File: config.mk
export PLATFORM = sky130hd
export DESIGN_NAME = single_vector_interrupt_unit
export DESIGN_NICKNAME = d
export VERILOG_FILES = /design/src/irq_unit_pkg.sv /design/src/single_vector_interrupt_unit.sv
export SDC_FILE = /design/constraint.sdc
export NUM_CORES = 1
export LEC_CHECK = 0
export BUFFER_PORTS_ARGS = -buffer_cell sky130_fd_sc_hd__buf_2
export CAP_MARGIN = 25
export CORE_AREA = 2 2 100 102
export CTS_CLUSTER_DIAMETER = 100
export CTS_CLUSTER_SIZE = 25
export DETAILED_ROUTE_END_ITERATION = 8
export DIE_AREA = 0 0 102 104
export GPL_TIMING_DRIVEN = 0
export SLEW_MARGIN = 10
export SYNTH_ARGS = -nofsm -noshare
export SYNTH_HDL_FRONTEND = slang
export SYNTH_SLANG_ARGS = --single-unit
File: constraint.sdc
create_clock -name clk_sys_i -period 3.35 [get_ports clk_sys_i]
set_clock_uncertainty 0.15 [all_clocks]
set_input_delay 0.5025 -clock clk_sys_i [delete_from_list [all_inputs] [get_ports clk_sys_i]]
set_output_delay 0.5025 -clock clk_sys_i [all_outputs]
set_load 0.03 [all_outputs]
File: src/irq_unit_pkg.sv
// Shared constants and types for the single-vector interrupt unit
package irq_unit_pkg;

  // Register word indices and byte addresses (index times four)
  localparam logic [7:0] ENABLE_MAIN_IDX  = 8'h0b;
  localparam logic [7:0] PENDING_MAIN_IDX = 8'h0c;
  localparam logic [7:0] ENABLE_EXTRA_IDX = 8'h0d;
  localparam logic [7:0] PEND_EXTRA_IDX   = 8'h0e;
  localparam logic [7:0] OPTION_IDX       = 8'h81;
  localparam logic [9:0] ENABLE_MAIN_ADDR  = {ENABLE_MAIN_IDX, 2'b00};
  localparam logic [9:0] PENDING_MAIN_ADDR = {PENDING_MAIN_IDX, 2'b00};
  localparam logic [9:0] ENABLE_EXTRA_ADDR = {ENABLE_EXTRA_IDX, 2'b00};
  localparam logic [9:0] PEND_EXTRA_ADDR   = {PEND_EXTRA_IDX, 2'b00};
  localparam logic [9:0] OPTION_ADDR       = {OPTION_IDX, 2'b00};
  localparam logic [9:0]  CORE_STATUS_IDX  = 10'h100;
  localparam logic [11:0] CORE_STATUS_ADDR = 12'h400;

  // Field positions
  localparam int CONVERTER_BIT  = 7;
  localparam int TIMEBASE_BIT   = 6;
  localparam int TIMER_B_BIT    = 5;
  localparam int TIMER_A_BIT    = 4;
  localparam int WAKE_TIMER_BIT = 3;
  localparam int EXT_PIN_C_BIT  = 2;
  localparam int EXT_PIN_B_BIT  = 1;
  localparam int EXT_PIN_A_BIT  = 0;
  localparam int GLOBAL_EN_BIT  = 7;
  localparam int SERIAL_BIT     = 6;
  localparam int PULSE_BIT      = 1;
  localparam int LOW_SUPPLY_BIT = 0;
  localparam int EXT_PIN_A_EDGE_BIT = 6;
  localparam int EXT_PIN_B_EDGE_BIT = 5;

  // Reset values and writable masks
  localparam logic [7:0] ENABLE_MAIN_RST  = 8'h00;
  localparam logic [7:0] PENDING_MAIN_RST = 8'h00;
  localparam logic [7:0] ENABLE_EXTRA_RST = 8'h80;
  localparam logic [7:0] PEND_EXTRA_RST   = 8'h00;
  localparam logic [7:0] OPTION_RST       = 8'h00;
  localparam logic [7:0] ENABLE_EXTRA_MASK = 8'hc3;
  localparam logic [7:0] PEND_EXTRA_WMASK  = 8'h03;
  localparam logic [7:0] OPTION_MASK       = 8'h60;

  localparam logic [11:0] IRQ_VECTOR = 12'h004;
  localparam int          NUM_SOURCES = 11;

  // AXI responses
  localparam logic [1:0] RESP_OKAY   = 2'b00;
  localparam logic [1:0] RESP_SLVERR = 2'b10;

  typedef struct packed {
    logic converter_done;
    logic timebase_ovf;
    logic timer_b_ovf;
    logic timer_a_ovf;
    logic wake_timeout;
    logic pulse_rollover;
    logic low_supply;
    logic serial_tx_done;
    logic serial_rx_done;
  } event_in_s;

  typedef struct packed {
    logic instr_end;
    logic irq_return_op;
  } core_in_s;

endpackage

File: src/single_vector_interrupt_unit.sv
// Single-level single-vector interrupt unit with AXI4-Lite register slave
// Behaviour
// RULE_01: Eleven sources share one level and one vector, no ordering between them.
// RULE_02: A source event sets its pending flag regardless of its enable; the code sets wake timer bit 3 only while its enable is set.
// RULE_03: A pending flag requests the core only while its enable bit is set.
// RULE_04: Request is accepted only at the end of the current instruction.
// RULE_05: Acceptance injects a long call to vector 004 and sets in-service.
// RULE_06: In-service clears in the instruction after the interrupt return.
// RULE_07: Requests are level sensitive; a set flag keeps requesting.
// RULE_08: Wake timer enable also runs the wake timer itself.
// RULE_09: Converter end of conversion sets bit 7 of main pending.
// RULE_10: Timebase overflow sets bit 6 of main pending.
// RULE_11: Timer B overflow sets bit 5, timer A overflow sets bit 4.
// RULE_12: Wake timer timeout sets bit 3 of main pending.
// RULE_13: Falling edge of pin C sets bit 2 of main pending.
// RULE_14: Selected edge of pins B and A sets bits 1 and 0.
// RULE_15: Option bit 5 set selects rising edge for pin B.
// RULE_16: Writing 0 clears a writable pending flag; writing 1 leaves it.
// RULE_17: Extra enable bit 7 is the global enable, reset to one.
// RULE_18: Extra enable bits 6, 1, 0 enable serial, pulse, low supply.
// RULE_19: Serial flag is read-only, follows transmit or receive done flags.
// RULE_20: Pulse period rollover sets bit 1 of extra pending.
// RULE_21: Low supply detection sets bit 0 of extra pending.
// RULE_22: Request is OR of enabled flags, gated globally, blocked in service.
//
// The implementer's own choice: the AXI4-Lite slave port.
`timescale 1ns/1ns
module single_vector_interrupt_unit (
  input  wire logic                       clk_sys_i,
  input  wire logic                       rstn_i,
  input  wire logic [11:0]                s_axi_awaddr_i,
  input  wire logic                       s_axi_awvalid_i,
  output logic                            s_axi_awready_o,
  input  wire logic [31:0]                s_axi_wdata_i,
  input  wire logic [3:0]                 s_axi_wstrb_i,
  input  wire logic                       s_axi_wvalid_i,
  output logic                            s_axi_wready_o,
  output logic [1:0]                      s_axi_bresp_o,
  output logic                            s_axi_bvalid_o,
  input  wire logic                       s_axi_bready_i,
  input  wire logic [11:0]                s_axi_araddr_i,
  input  wire logic                       s_axi_arvalid_i,
  output logic                            s_axi_arready_o,
  output logic [31:0]                     s_axi_rdata_o,
  output logic [1:0]                      s_axi_rresp_o,
  output logic                            s_axi_rvalid_o,
  input  wire logic                       s_axi_rready_i,
  input  wire irq_unit_pkg::event_in_s    events_i,
  input  wire logic                       ext_pin_a_i,
  input  wire logic                       ext_pin_b_i,
  input  wire logic                       ext_pin_c_i,
  input  wire irq_unit_pkg::core_in_s     core_i,
  output logic                            irq_request_o,
  output logic                            long_call_op_o,
  output logic [11:0]                     call_vector_o,
  output logic                            in_service_o,
  output logic                            wake_timer_run_o
);

  typedef enum logic [1:0] {
    SVC_IDLE   = 2'b00,
    SVC_ACTIVE = 2'b01,
    SVC_RETURN = 2'b10
  } svc_state_e;

  logic [7:0] enable_main_q;
  logic [7:0] pending_main_q;
  logic [7:0] enable_extra_q;
  logic [1:0] pend_extra_q;
  logic [7:0] option_q;
  logic       serial_tx_q;
  logic       serial_rx_q;
  logic [2:0] pin_prev_q;
  svc_state_e svc_q;
  svc_state_e svc_d;

  logic [11:0] awaddr_q;
  logic        aw_held_q;
  logic [31:0] wdata_q;
  logic [3:0]  wstrb_q;
  logic        w_held_q;

  logic       wr_fire;
  logic [7:0] wr_byte;
  logic       wr_main_en;
  logic       wr_main_pend;
  logic       wr_extra_en;
  logic       wr_extra_pend;
  logic       wr_option;
  logic       wr_known;
  logic [7:0] main_set;
  logic [1:0] extra_set;
  logic       serial_pend;
  logic       pin_a_edge;
  logic       pin_b_edge;
  logic       pin_c_fall;
  logic       any_enabled;
  logic       accept;

  // Edge detector: rising when rise is set, falling otherwise
  function automatic logic edge_hit(input logic prev, input logic cur, input logic rise);
    edge_hit = rise ? (!prev && cur) : (prev && !cur);
  endfunction

  // Word index match: byte address bits 11:2 against a register index
  function automatic logic at_index(input logic [11:0] addr, input logic [9:0] idx);
    at_index = (addr[11:2] == idx);
  endfunction

  // ---------------- AXI4-Lite write path ----------------
  assign s_axi_awready_o = !aw_held_q && !s_axi_bvalid_o;
  assign s_axi_wready_o  = !w_held_q && !s_axi_bvalid_o;
  assign wr_fire         = aw_held_q && w_held_q && !s_axi_bvalid_o;
  assign wr_byte         = wstrb_q[0] ? wdata_q[7:0] : 8'h00;

  always_ff @(posedge clk_sys_i) begin
    if (!rstn_i) begin
      aw_held_q <= 1'b0;
      awaddr_q  <= 12'h000;
    end else if (s_axi_awvalid_i && s_axi_awready_o) begin
      aw_held_q <= 1'b1;
      awaddr_q  <= s_axi_awaddr_i;
    end else if (wr_fire) begin
      aw_held_q <= 1'b0;
    end
  end

  always_ff @(posedge clk_sys_i) begin
    if (!rstn_i) begin
      w_held_q <= 1'b0;
      wdata_q  <= 32'h0000_0000;
      wstrb_q  <= 4'h0;
    end else if (s_axi_wvalid_i && s_axi_wready_o) begin
      w_held_q <= 1'b1;
      wdata_q  <= s_axi_wdata_i;
      wstrb_q  <= s_axi_wstrb_i;
    end else if (wr_fire) begin
      w_held_q <= 1'b0;
    end
  end

  always_comb begin
    wr_main_en    = 1'b0;
    wr_main_pend  = 1'b0;
    wr_extra_en   = 1'b0;
    wr_extra_pend = 1'b0;
    wr_option     = 1'b0;
    wr_known      = 1'b1;
    if (at_index(awaddr_q, {2'b00, irq_unit_pkg::ENABLE_MAIN_IDX})) begin
      wr_main_en = wr_fire && wstrb_q[0];
    end else if (at_index(awaddr_q, {2'b00, irq_unit_pkg::PENDING_MAIN_IDX})) begin
      wr_main_pend = wr_fire && wstrb_q[0];
    end else if (at_index(awaddr_q, {2'b00, irq_unit_pkg::ENABLE_EXTRA_IDX})) begin
      wr_extra_en = wr_fire && wstrb_q[0];
    end else if (at_index(awaddr_q, {2'b00, irq_unit_pkg::PEND_EXTRA_IDX})) begin
      wr_extra_pend = wr_fire && wstrb_q[0];
    end else if (at_index(awaddr_q, {2'b00, irq_unit_pkg::OPTION_IDX})) begin
      wr_option = wr_fire && wstrb_q[0];
    end else if (at_index(awaddr_q, irq_unit_pkg::CORE_STATUS_IDX)) begin
      wr_known = 1'b1;
    end else begin
      wr_known = 1'b0;
    end
  end

  always_ff @(posedge clk_sys_i) begin
    if (!rstn_i) begin
      s_axi_bvalid_o <= 1'b0;
      s_axi_bresp_o  <= irq_unit_pkg::RESP_OKAY;
    end else if (wr_fire) begin
      s_axi_bvalid_o <= 1'b1;
      s_axi_bresp_o  <= wr_known ? irq_unit_pkg::RESP_OKAY : irq_unit_pkg::RESP_SLVERR;
    end else if (s_axi_bready_i) begin
      s_axi_bvalid_o <= 1'b0;
    end
  end

  // ---------------- AXI4-Lite read path ----------------
  assign s_axi_arready_o = !s_axi_rvalid_o;

  always_ff @(posedge clk_sys_i) begin
    if (!rstn_i) begin
      s_axi_rvalid_o <= 1'b0;
      s_axi_rdata_o  <= 32'h0000_0000;
      s_axi_rresp_o  <= irq_unit_pkg::RESP_OKAY;
    end else if (s_axi_arvalid_i && s_axi_arready_o) begin
      s_axi_rvalid_o <= 1'b1;
      s_axi_rresp_o  <= irq_unit_pkg::RESP_OKAY;
      if (at_index(s_axi_araddr_i, {2'b00, irq_unit_pkg::ENABLE_MAIN_IDX})) begin
        s_axi_rdata_o <= {24'h000000, enable_main_q};
      end else if (at_index(s_axi_araddr_i, {2'b00, irq_unit_pkg::PENDING_MAIN_IDX})) begin
        s_axi_rdata_o <= {24'h000000, pending_main_q};
      end else if (at_index(s_axi_araddr_i, {2'b00, irq_unit_pkg::ENABLE_EXTRA_IDX})) begin
        s_axi_rdata_o <= {24'h000000, enable_extra_q};
      end else if (at_index(s_axi_araddr_i, {2'b00, irq_unit_pkg::PEND_EXTRA_IDX})) begin
        s_axi_rdata_o <= {24'h000000, 1'b0, serial_pend, 4'h0, pend_extra_q};
      end else if (at_index(s_axi_araddr_i, {2'b00, irq_unit_pkg::OPTION_IDX})) begin
        s_axi_rdata_o <= {24'h000000, option_q};
      end else if (at_index(s_axi_araddr_i, irq_unit_pkg::CORE_STATUS_IDX)) begin
        s_axi_rdata_o <= {28'h0000000, serial_rx_q, serial_tx_q, svc_q};
      end else begin
        s_axi_rdata_o <= 32'h0000_0000;
        s_axi_rresp_o <= irq_unit_pkg::RESP_SLVERR;
      end
    end else if (s_axi_rready_i) begin
      s_axi_rvalid_o <= 1'b0;
    end
  end

  // ---------------- Enables and option ----------------
  always_ff @(posedge clk_sys_i) begin
    if (!rstn_i) begin
      enable_main_q  <= irq_unit_pkg::ENABLE_MAIN_RST;
      enable_extra_q <= irq_unit_pkg::ENABLE_EXTRA_RST; // RULE_17
      option_q       <= irq_unit_pkg::OPTION_RST;
    end else begin
      if (wr_main_en) begin
        enable_main_q <= wr_byte;
      end
      if (wr_extra_en) begin
        enable_extra_q <= wr_byte & irq_unit_pkg::ENABLE_EXTRA_MASK; // RULE_18
      end
      if (wr_option) begin
        option_q <= wr_byte & irq_unit_pkg::OPTION_MASK;
      end
    end
  end

  assign wake_timer_run_o = enable_main_q[irq_unit_pkg::WAKE_TIMER_BIT]; // RULE_08

  // ---------------- Pin edge detection ----------------
  always_ff @(posedge clk_sys_i) begin
    if (!rstn_i) begin
      pin_prev_q <= 3'b111;
    end else begin
      pin_prev_q <= {ext_pin_c_i, ext_pin_b_i, ext_pin_a_i};
    end
  end

  assign pin_c_fall = edge_hit(pin_prev_q[2], ext_pin_c_i, 1'b0); // RULE_13
  assign pin_b_edge = edge_hit(pin_prev_q[1], ext_pin_b_i,
                               option_q[irq_unit_pkg::EXT_PIN_B_EDGE_BIT]); // RULE_15
  assign pin_a_edge = edge_hit(pin_prev_q[0], ext_pin_a_i,
                               option_q[irq_unit_pkg::EXT_PIN_A_EDGE_BIT]); // RULE_14

  // ---------------- Pending flags ----------------
  assign main_set = {events_i.converter_done, // RULE_09
                     events_i.timebase_ovf,   // RULE_10
                     events_i.timer_b_ovf,    // RULE_11
                     events_i.timer_a_ovf,
                     events_i.wake_timeout && wake_timer_run_o, // RULE_12
                     pin_c_fall,
                     pin_b_edge,
                     pin_a_edge};
  assign extra_set = {events_i.pulse_rollover, events_i.low_supply}; // RULE_20 RULE_21

  // Set wins over a clearing write in the same cycle
  always_ff @(posedge clk_sys_i) begin
    if (!rstn_i) begin
      pending_main_q <= irq_unit_pkg::PENDING_MAIN_RST;
      pend_extra_q   <= irq_unit_pkg::PEND_EXTRA_RST[1:0];
    end else begin
      pending_main_q <= ((wr_main_pend ? (pending_main_q & wr_byte) : pending_main_q)
                         | main_set); // RULE_02 RULE_16
      pend_extra_q   <= ((wr_extra_pend ? (pend_extra_q & wr_byte[1:0]) : pend_extra_q)
                         | extra_set); // RULE_16
    end
  end

  // Serial done flags live here; status bit 2 is tx, bit 3 is rx, write 0 clears
  always_ff @(posedge clk_sys_i) begin
    if (!rstn_i) begin
      serial_tx_q <= 1'b0;
      serial_rx_q <= 1'b0;
    end else begin
      serial_tx_q <= events_i.serial_tx_done
                     | (serial_tx_q & !(wr_known && wr_fire && wstrb_q[0] && !wr_byte[2]
                        && at_index(awaddr_q, irq_unit_pkg::CORE_STATUS_IDX)));
      serial_rx_q <= events_i.serial_rx_done
                     | (serial_rx_q & !(wr_known && wr_fire && wstrb_q[0] && !wr_byte[3]
                        && at_index(awaddr_q, irq_unit_pkg::CORE_STATUS_IDX)));
    end
  end

  assign serial_pend = serial_tx_q | serial_rx_q; // RULE_19

  // ---------------- Request and service sequencing ----------------
  assign any_enabled = |(pending_main_q & enable_main_q)
                     | (serial_pend & enable_extra_q[irq_unit_pkg::SERIAL_BIT])
                     | |(pend_extra_q & enable_extra_q[1:0]); // RULE_01 RULE_03 RULE_07
  assign irq_request_o = any_enabled && enable_extra_q[irq_unit_pkg::GLOBAL_EN_BIT]
                       && (svc_q == SVC_IDLE); // RULE_22
  assign accept = irq_request_o && core_i.instr_end; // RULE_04

  always_comb begin
    svc_d = svc_q;
    case (svc_q)
      SVC_IDLE: begin
        if (accept) begin
          svc_d = SVC_ACTIVE; // RULE_05
        end
      end
      SVC_ACTIVE: begin
        if (core_i.instr_end && core_i.irq_return_op) begin
          svc_d = SVC_RETURN;
        end
      end
      SVC_RETURN: begin
        if (core_i.instr_end) begin
          svc_d = SVC_IDLE; // RULE_06
        end
      end
      default: begin
        svc_d = SVC_IDLE;
      end
    endcase
  end

  always_ff @(posedge clk_sys_i) begin
    if (!rstn_i) begin
      svc_q <= SVC_IDLE;
    end else begin
      svc_q <= svc_d;
    end
  end

  always_ff @(posedge clk_sys_i) begin
    if (!rstn_i) begin
      long_call_op_o <= 1'b0;
      call_vector_o  <= 12'h000;
    end else begin
      long_call_op_o <= accept; // RULE_05
      call_vector_o  <= irq_unit_pkg::IRQ_VECTOR;
    end
  end

  assign in_service_o = (svc_q != SVC_IDLE);

  a_call_on_accept: assert property (@(posedge clk_sys_i) disable iff (!rstn_i)
    accept |=> long_call_op_o && in_service_o && call_vector_o == 12'h004)
    else $error("accept did not raise call"); // RULE_05
  a_no_mid_instr: assert property (@(posedge clk_sys_i) disable iff (!rstn_i)
    long_call_op_o |-> $past(core_i.instr_end))
    else $error("call outside instruction end"); // RULE_04
  a_block_nesting: assert property (@(posedge clk_sys_i) disable iff (!rstn_i)
    in_service_o |-> !irq_request_o)
    else $error("request while in service"); // RULE_22
  a_one_instr_gap: assert property (@(posedge clk_sys_i) disable iff (!rstn_i)
    (svc_q == SVC_ACTIVE && core_i.instr_end && core_i.irq_return_op) |=> in_service_o)
    else $error("in service cleared at return"); // RULE_06
  a_flag_sets: assert property (@(posedge clk_sys_i) disable iff (!rstn_i)
    events_i.timer_a_ovf |=> pending_main_q[4])
    else $error("timer a flag not set"); // RULE_02
  a_level_request: assert property (@(posedge clk_sys_i) disable iff (!rstn_i)
    (pending_main_q[0] && enable_main_q[0] && enable_extra_q[7] && svc_q == SVC_IDLE)
      |-> irq_request_o)
    else $error("enabled flag not requesting"); // RULE_07
  a_enable_gates: assert property (@(posedge clk_sys_i) disable iff (!rstn_i)
    !enable_extra_q[7] |-> !irq_request_o)
    else $error("request without global enable"); // RULE_17
  a_write_one_keeps: assert property (@(posedge clk_sys_i) disable iff (!rstn_i)
    (wr_main_pend && wr_byte == 8'hff)
      |=> (pending_main_q & $past(pending_main_q)) == $past(pending_main_q))
    else $error("write one changed flags"); // RULE_16

endmodule

Yosys cells after proc, flatten, opt, wreduce, memory -nomap -nowiden
Index checks and enable logic that the tools add are counted. W data, S select, Z words.

$add $sub $neg: 0. Multipliers: 0. Divide/modulo/power cells: 0. $lt $le $gt $ge: 0. Eq/ne operators: 17. Shift operators: 0. Multiplexer cells: 51. Bitwise gates (word level): 14. Reductions and logical operators: 46.

Operators with widths (count): $eq A10 B4 Y1 const B (8); $mux W8 (5); $mux W1 (30); $logic_and A1 B1 Y1 (24); $mux W2 (11); $eq A10 B8 Y1 const B (2); $eq A10 B9 Y1 const B (2); $and A8 B8 Y8 (2); $mux W7 (2); $logic_not A1 Y1 (13); $reduce_bool A2 Y1 (5); $or A8 B8 Y8 (1); $reduce_or A8 Y1 (1); $ne A2 B2 Y1 const B (3); $pmux W2 S3 (1); $or A1 B1 Y1 (5); $and A2 B2 Y2 (2); $mux W4 (1); $and A1 B1 Y1 (3); $mux W3 (1); $reduce_and A3 Y1 (1); $eq A2 B1 Y1 const B (1); $eq A2 B2 Y1 const B (1); $logic_not A2 Y1 (1); other kinds (2) (2).

Register bits after elaboration: 105. Bits in latches: 0. Memory bits (writable): 0. Memory bits (read-only): 0. Input port bits: 81. Output and inout port bits: 57. Word-level logic and storage cells: 149. Memories: 0.

Longest topological paths before layout
Gate-level depths: netlist of the first run.

Depth in word-level cells: 14. Gate-level depth with buffers: 7. Gate-level depth less buffers: 5.

Worst setup path after synthesis of the first run
Ideal clock, no wire load.

Path type: reg-to-output. From: register svc_q[0]. To: output port irq_request_o. Arrival: 1.608 ns. Data required time: 2.697 ns. Slack: 1.090 ns. Cell stages (with the launch flop): 3. Path buffers: 0. Path through: dfxtp_1 > or2_2 > a311oi_1.

Longest elaborated chain between the ends: 2.

Ends and longest elaborated chain: start: declaration (RTL line single_vector_interrupt_unit.sv:74) `svc_state_e svc_q;`; start signal: assignment (RTL line single_vector_interrupt_unit.sv:323) `svc_q <= svc_d;`; $logic_not A2 Y1 (RTL line single_vector_interrupt_unit.sv:292) `&& (svc_q == SVC_IDLE);`; $logic_and A1 B1 Y1 (RTL line single_vector_interrupt_unit.sv:292); end: declaration (RTL line single_vector_interrupt_unit.sv:53) `output logic irq_request_o,`.

No other way between the ends.

Final worst setup path of the first run
From: register pend_extra_q[0]. To: output port irq_request_o.

Longest elaborated chain between the ends: 5.

Ends and longest elaborated chain: start: declaration (RTL line single_vector_interrupt_unit.sv:69) `logic [1:0] pend_extra_q;`; start signal: assignment (RTL line single_vector_interrupt_unit.sv:261) `pend_extra_q <= irq_unit_pkg::PEND_EXTRA_RST[1:0];`; start signal: assignment (RTL line single_vector_interrupt_unit.sv:265) `pend_extra_q <= ((wr_extra_pend ? (pend_extra_q & wr_byte[1:0]) : pend_extra_q)`; $and A2 B2 Y2 (RTL line single_vector_interrupt_unit.sv:290) `| |(pend_extra_q & enable_extra_q[1:0]);`; $reduce_or A2 Y1 (RTL line single_vector_interrupt_unit.sv:290); $or A1 B1 Y1 (RTL line single_vector_interrupt_unit.sv:290); $logic_and A1 B1 Y1 (RTL line single_vector_interrupt_unit.sv:291) `assign irq_request_o = any_enabled && enable_extra_q[irq_unit_pkg::GLOBAL_EN_BIT]`; $logic_and A1 B1 Y1 (RTL line single_vector_interrupt_unit.sv:292).

No other way between the ends.

==> impl_metrics.ini, run 1 <==
[logic_synthesis]
synth_edf_count = 0
yosys.area_share.simple_pct = 26.7
synthAdderAreaFrac_pct = 0
ys_seq_area_share_pct = 39.0
synthDistinctLibCells = 58
synth_cells = 407
syn-mean-instance-area_sq_um = 8.32
muxShareOfSynthArea_pct = 0.296
synthArstFlopShare_pct = 0
synth_top_family_by_area = simple AND/OR/NAND/NOR gates
synth_compound_area_share_pct = 22.3
synth-seq-cells = 66
synthFlopType = dfxtp_1
netlist_area_sq_um = 3390
synth_xor_area_share_pct = 0
synth_warnings = 0

[grt]
antenna_found_initial = 0
grt_max_degree = 13
grt_pass1_vias = 2903
grt_usage_pct = 17.1
grt_overflow = 0
grt_pass1_wl_mm = 14.4

[power]
p_int_w = 0.00142
irDropWorstVdd_uv = 236
p_total_w = 0.00195
switchingPower_w = 0.000529
p_seq_share_pct = 43.9
p_leak_nw = 1.80
p_sw_share_pct = 27.1
power_frac_clock_pct = 41.6
power_density_nw_per_um2 = 456
p_comb_share_pct = 14.5

[floorplan]
io_pins = 138
die_h_um = 104
coreArea_sq_um = 9550
rows = 36
die_w_um = 102
initial_utilization_pct = 35.5
die-area_sq_um = 10600

[timing]
fin_crit_sh_pct = 68.6
hold_ws_ns = 0.203
hold_viol = 0
fmax_mhz = 435
slew_violations = 0
slew_headroom_pct = 59.4
fin_tns_setup_ns = 0
setup_viol = 0
rsz0062_at_grt = no
fin_crit_ns = 2.30
max_slew.worst_pin.slew_ns = 0.610

[cts]
hold_buffers = 0
cts-root-buf = clkbuf_8
postCtsSetupBuffers = 0
cts_tree = yes
cts_buffers = 9
clock-sinks = 66
post_cts_resized = 0
insertion_delay_ns = 0.35
clk_pin_slew_ns = 0.07
cts_buffer_depth = 2
cts_htree_levels = 3

[cells_and_area]
diodes = 0
multi_input_area_sq_um = 1810
drive_above_1_share_pct = 27.5
final_cell_mix = nand2_1, buf_2, dfxtp_1
fin_cells = 661
final_common_cell = nand2_1
nets = 604
fillers = 981
fin_area_sq_um = 4280
area_growth_pct = 26.2
regArea_sq_um = 1320

[min_path]
holdPathStages = 1
hp-class = in2reg

[routing]
post_drt_via_cell_ratio = 4.79
antenna_left = 0
wl_met2_mm = 4.08
postRouteWirelength_mm = 8.82
wl_met1_mm = 4.03
wl_met3_um = 566
highest_layer = met4
first_pass_iters = 4
vias = 3164
wl_per_cell_um = 13.3
drc_errors = 0
drt_iter0_drc = 191

[critical_path]
reg2reg_depth = 5
arrival_ns = 1.64
crit_buf_inv = 1
slowest_delay_ns = 0.40
cp_data_required_time_ns = 2.70
critPathTopFamily = compound AO/OA/AOI/OAI gates
cp_num_cells = 4
endpoint_kind = primary output
critPathMaxFanout = 3
cp-start-kind = flop
slowest_stage = dfxtp_1
critPathKind = reg2out
crit_path_cell_trace = a22oi_1, and4_1, a311oi_1, buf_2

[placed_design]
hpwl_mm = 6.96
placed_area_sq_um = 4030
placed_cells = 645
place_congestion = 0.860
io_buffers = 69

[run]
drv_cap = 0

[outcome]
status = finished clean
[per-layer routing]
metal,up-vias,global-route usage [%]
li1,1594,-
met1,1448,22.9
met2,111,27.6
met4,0,5.05
met3,11,3.63
met5,-,0
[layout make-up]
cell class              count  area share [%]
clock inverters             7            2.75
clock buffers               9            2.90
repair buffers             69            8.08
well taps                 133            3.89
multi-input cells         316            42.3
inverters                   7           0.615
plain buffers              54            8.57
flip-flops and latches     66            30.9
[state kept, by name (all words and copies together) (netlist names), 2 cells and up]
name	count
s_axi_rdata_o	8
pending_main_q	8
option_q	2
pin_prev_q	3
enable_extra_q	4
wdata_q	8
awaddr_q	10
svc_q	2
pend_extra_q	2
enable_main_q	8
[power groups by stage]
stage               registers, W  clock network, W  logic (W)
floorplan               0.000869                 0   0.000200
global placement        0.000873                 0   0.000277
detailed placement      0.000874                 0   0.000281
CTS                     0.000855          0.000829   0.000282
global route            0.000860          0.000866   0.000314
finish                  0.000856          0.000812   0.000282
[synth_stat cells (3+ instances only)]
cell type | number | area (sq um)
nand2_1 | 75 | 282
dfxtp_1 | 66 | 1320
buf_4 | 39 | 293
o21ai_0 | 27 | 135
a21boi_0 | 22 | 165
a21oi_1 | 17 | 85.1
nand3_1 | 17 | 85.1
nor2_1 | 13 | 48.8
clkbuf_1 | 10 | 37.5
o21ai_1 | 10 | 50.1
inv_1 | 7 | 26.3
nand2b_1 | 7 | 43.8
a21boi_1 | 6 | 45.0
a22oi_1 | 6 | 45.0
nor2b_1 | 6 | 37.5
nor3_1 | 6 | 30.0
nor3b_1 | 6 | 45.0
o21a_1 | 5 | 37.5
a32o_1 | 4 | 40.0
and2_1 | 4 | 25.0
a2bb2oi_1 | 3 | 26.3
a31oi_1 | 3 | 18.8
and3_1 | 3 | 18.8
nor3b_2 | 3 | 37.5
[path summary, 6_finish.rpt]
kind | end | startpoint | slack, ns
worst max register to register | pending_main_q[6] | awaddr_q[11] | 1.56
worst max-delay path | irq_request_o | pend_extra_q[0] | 1.05
worst min register to register | s_axi_rdata_o[0] | s_axi_rdata_o[0] | 0.31
worst min-delay path | call_vector_o[2] | rstn_i | 0.20
[cells by family after synthesis]
group | after synthesis
muxes | 1
AOI/OAI and AO/OA | 115
buffers and inverters | 61
DFF | 66
and+or+nand+nor | 163
other | 1
[worst reg2reg max path: stages (launching register included)]
cell and delay, ns:
dfxtp_1 0.34, nor4_4 0.42, and2_4 0.25, nand2_1 0.08
nor3b_2 0.31, a21oi_1 0.12
[stage by stage]
step | setup WS (ns) | util [%]
6_report | 1.05 | 44.8
3_3_place_gp | 1.13 | 42.2
3_5_place_dp | 1.12 | 42.2
5_1_grt | 0.955 | 44.8
2_1_floorplan | 1.09 | -
4_1_cts | 1.04 | 44.8
Note: power is estimated with default switching activity, not from simulation.
==> run 2: changes to the inputs <==
clock period = 2 ns   (was 3.35 ns; I/O delays follow)
==> run 2 against run 1 <==
  * Combinational power grew 68%
  * Die area unchanged
  * Worst setup slack lost 1.0 ns
  * Largest power group unchanged
==> impl_metrics.ini, run 2 (synthesis results as in run 1) <==
[cells_and_area]
drive_above_1_share_pct = 28.7
fillers = 1033
diodes = 0
nets = 605
fin_util_pct = 44.3
fin_area_sq_um = 4230
final_common_cell = nand2_1
area_growth_pct = 24.9
regMostFlops = awaddr_q
fin_cells = 662
largest_reg_flops = 10
final_cell_mix = nand2_1, buf_2, dfxtp_1

[critical_path]
reg2reg_depth = 5
endpoint_kind = primary output
cp-start-kind = flop
critPathMaxFanout = 3
crit_path_cell_trace = a22oi_1, and4_1, a311oi_2, buf_4
arrival_ns = 1.51
rrSetupSlack_ns = 0.20
critPathKind = reg2out
cp_data_required_time_ns = 1.55
reg2reg_from = awaddr_q[11]
slowest_delay_ns = 0.40
reg2reg_to = pending_main_q[4]
slowest_stage = dfxtp_1

[min_path]
hp-class = in2reg
holdPathStages = 1
hp-start = rstn_i
hold_end = call_vector_o[2]

[grt]
grt_usage_pct = 17.2
grt_overflow = 0
grt_pass1_vias = 2978
grt_max_degree = 13
grt_pass1_wl_mm = 14.5
antenna_found_initial = 0

[routing]
vias = 3155
drc_errors = 0
first_pass_iters = 4
antenna_left = 0
post_drt_via_cell_ratio = 4.77
postRouteWirelength_mm = 8.92
drt_iter0_drc = 151
wl_per_cell_um = 13.5

[timing]
rsz0062_at_grt = no
hold_viol = 0
setup_viol = 0
slew_violations = 0
fin_tns_setup_ns = 0
fin_crit_sh_pct = 98.1
fmax_mhz = 510
fin_crit_ns = 1.96
slew_headroom_pct = 60.3
max_slew.worst_pin.slew_ns = 0.596

[outcome]
status = finished clean

[cts]
cts_buffers = 9
cts_htree_levels = 3
cts_tree = yes
clock-sinks = 66
clk_pin_slew_ns = 0.07
postCtsSetupBuffers = 0
cts_buffer_depth = 2
cts-root-buf = clkbuf_8
insertion_delay_ns = 0.34

[floorplan]
die-area_sq_um = 10600
initial_utilization_pct = 35.5
rows = 36
die_w_um = 102
coreArea_sq_um = 9550
die_h_um = 104
io_pins = 138

[placed_design]
io_buffers = 69
placed_area_sq_um = 4040
hpwl_mm = 7.04
place_congestion = 0.855
placed_cells = 645

[power]
power_density_nw_per_um2 = 681
p_leak_nw = 1.76
p_total_w = 0.00288
irDropWorstVdd_uv = 296

[run]
drv_cap = 0
==> run 2: changes by cell type in the layout (fill, tap and decap cells not counted), sizes merged <==
| cell | delta |
|---|---|
| clkinvlp | +3 |
| bufinv | -3 |
| dlygate4sd3 | +1 |
==> run 2: worst max-delay path by stage <==
| stage | start | endpoint | slack, ns | cells past startpoint |
|---|---|---|---|---|
| floorplan | s_axi_bvalid_o | awaddr_q[11] | 0.17 | 5 |
| global placement | rstn_i | s_axi_rdata_o[7] | -0.004 | 5 |
| detailed placement | rstn_i | s_axi_rdata_o[7] | 0.01 | 5 |
| CTS | serial_rx_q | irq_request_o | 0.006 | 4 |
| global route | enable_main_q[2] | irq_request_o | 0.002 | 4 |
| finish | pending_main_q[5] | irq_request_o | 0.04 | 4 |
==> run 2: cell type report <==
| type | count | area, sq um | area share [%] |
|---|---|---|---|
| buffer | 54 | 367 | 8.67 |
| tap | 133 | 166 | 3.93 |
| clock buffer | 9 | 124 | 2.93 |
| sequential | 66 | 1330 | 31.4 |
| multi-input combinational | 316 | 1810 | 42.9 |
| timing repair buffer | 70 | 358 | 8.46 |
| inverter | 7 | 26.3 | 0.621 |
| clock inverter | 7 | 46.3 | 1.09 |
==> run 2: metrics by stage <==
stage	setup WS (ns)	hold slack, ns
floorplan	0.171	0.178
global placement	-0.00362	0.292
CTS	0.00608	0.00563
global route	0.00173	0.00489
detailed placement	0.0128	0.294
finish	0.0384	0.00935
==> run 2: per-layer routing <==
layer | vias to the layer above | GRT usage (%) | wire length, um
met5 | - | 0 | 0
met4 | 0 | 5.52 | 136
met3 | 12 | 3.76 | 532
met2 | 119 | 28.2 | 4290
met1 | 1436 | 22.4 | 3960
li1 | 1588 | - | -
==> run 2: repair_timing <==
item / CTS / global route
hold endpoints to repair: 1 / 0
resized for setup: 1 / 6
hold buffers: 1 / 0
setup endpoints to repair: 1 / 1
pin swaps: 1 / 0
==> run 2: worst max-delay path: cells and delay by family, from the launching register on <==
family,cells,cell delay [ns]
flops,1,0.40
simple gates,1,0.23
compound gates,2,0.33
buf+inv,1,0.22
==> run 2: power breakdown <==
group | total (W) | switching [W] | internal [W]
logic | 0.000475 | 0.000292 | 0.000183
registers | 0.00144 | 0.0000625 | 0.00137
clock network | 0.000970 | 0.000526 | 0.000444
==> run 3: changes to the inputs <==
CAP_MARGIN = 20   (was 25)
CORE_AREA = 5 5 94 96   (was 2 2 100 102)
DIE_AREA = 0 0 99 101   (was 0 0 102 104)
PLACE_DENSITY = 0.76   (was default)
==> run 3 against run 2 <==
  * Sequential power is essentially flat
  * Routed wire length shrank 3.5%
  * Hold slack is essentially flat
  * Largest cell class unchanged
  * Highest routed layer unchanged
  * Total power grew 3.0%
  * Register-to-register slack gained 0.03 ns
  * Final cell count shrank 4.4%
  * Clock power grew 9%
  * Non-clock buffer count is the same
  * Count of clock-buffer cells in the layout grew 4
==> impl_metrics.ini, run 3 (synthesis results as in run 1) <==
[routing]
first_pass_iters = 4
wl_per_cell_um = 13.6
drt_iter0_drc = 150
vias = 3132
postRouteWirelength_mm = 8.61
antenna_left = 0
post_drt_via_cell_ratio = 4.95
drc_errors = 0

[power]
irDropWorstVdd_uv = 403
p_leak_nw = 1.79
power_density_nw_per_um2 = 701
p_total_w = 0.00297

[cts]
cts-root-buf = clkbuf_8
cts_tree = yes
insertion_delay_ns = 0.34
clock-sinks = 66
cts_buffers = 9
cts_buffer_depth = 2
cts_htree_levels = 3
clk_pin_slew_ns = 0.07

[cells_and_area]
regArea_sq_um = 1350
fin_area_sq_um = 4230
final_cell_mix = nand2_1, buf_2, dfxtp_1
area_growth_pct = 25.0
multi_input_area_sq_um = 1820
nets = 605
drive_above_1_share_pct = 30.5
largest_reg_flops = 10
fin_util_pct = 53.1
final_common_cell = nand2_1
regMostFlops = awaddr_q
diodes = 0
fillers = 746

[critical_path]
critPathKind = reg2out
arrival_ns = 1.53
cp_data_required_time_ns = 1.55
critPathMaxFanout = 3
cp-start-kind = flop
endpoint_kind = primary output

[timing]
slew_headroom_pct = 61.2
max_slew.worst_pin.slew_ns = 0.577
rsz0062_at_grt = yes
slew_violations = 0
setup_viol = 0
hold_viol = 0
fin_crit_sh_pct = 98.9
fin_crit_ns = 1.98
fin_tns_setup_ns = 0
fmax_mhz = 505

[placed_design]
io_buffers = 69
hpwl_mm = 6.83
place_congestion = 0.914
placed_area_sq_um = 4010

[grt]
antenna_found_initial = 0
grt_max_degree = 11
grt_usage_pct = 17.6
grt_pass1_vias = 3052
grt_overflow = 0
grt_pass1_wl_mm = 14.2

[floorplan]
rows = 33
die_w_um = 99
io_pins = 138
coreArea_sq_um = 7970
die_h_um = 101
initial_utilization_pct = 42.5
die-area_sq_um = 10000

[outcome]
status = finished clean

[min_path]
hp-class = in2reg

[run]
drv_cap = 0
run 3: cell types whose count changed in the layout (fill, tap and decap cells not counted):
cell           previous run  this run
a22oi_1                   6         5
a22oi_2                   0         1
buf_4                    40        41
clkbuf_8                  9        13
clkinv_2                  3         2
clkinv_4                  1         0
clkinvlp_4                3         0
dfxtp_1                  60        52
dfxtp_2                   6        11
dfxtp_4                   0         3
dlygate4sd3_1             1         0
o21ai_0                  27        26
o21ai_1                  10        11
run 3: final timing paths:
check / from / to / slack (ns) / cells after the start
min: rstn_i / call_vector_o[2] / 0.009 / 1
max reg2reg: awaddr_q[11] / enable_extra_q[7] / 0.23 / 5
min reg2reg: s_axi_rdata_o[3] / s_axi_rdata_o[3] / 0.30 / 2
max: pend_extra_q[0] / irq_request_o / 0.02 / 4
run 3: layout make-up:
class | instances | share of cell area [%]
buffer | 54 | 8.66
clock inverter | 2 | 0.236
tap | 105 | 3.10
inverter | 7 | 0.621
timing repair buffer | 70 | 8.39
multi-input combinational | 316 | 43.0
sequential | 66 | 31.8
clock buffer | 13 | 4.23
run 3: where the power goes:
part           leakage, nW  internal, W  switching [W]  total (W)
sequential           0.546      0.00137      0.0000623    0.00143
combinational         1.14     0.000183       0.000290   0.000474
clock                0.101     0.000575       0.000484    0.00106
total                 1.79      0.00213       0.000836    0.00297
run 3: metrics by stage:
| step | std cells | hold slack [ns] | worst slack [ns] |
|---|---|---|---|
| floorplan | 443 | 0.178 | 0.171 |
| global placement | 617 | 0.289 | 0.0641 |
| detailed placement | 617 | 0.296 | 0.0700 |
| CTS | 632 | 0.0104 | 0.0162 |
| global route | 633 | 0.00967 | -0.0624 |
| finish | 633 | 0.00927 | 0.0216 |
run 3: timing repair:
action,4_1_cts,5_1_grt
hold buffers,0,0
endpoints found under the setup margin,1,1
setup buffers,0,1
gates resized for setup,1,19
hold endpoints to repair,0,0
pin swaps,1,3
run 3: per-layer routing:
metal	wire length [um]	up-vias	track usage (%)
met1	3650	1399	22.0
met5	0	-	0
met3	765	16	4.78
met4	173	0	7.46
met2	4030	125	28.4
li1	-	1592	-
run 3: worst max-delay path, stage by stage (launching register included):
cell	delay [ns]
dfxtp_2	0.35
a22oi_1	0.08
and4_1	0.22
a311oi_2	0.33
buf_4	0.22
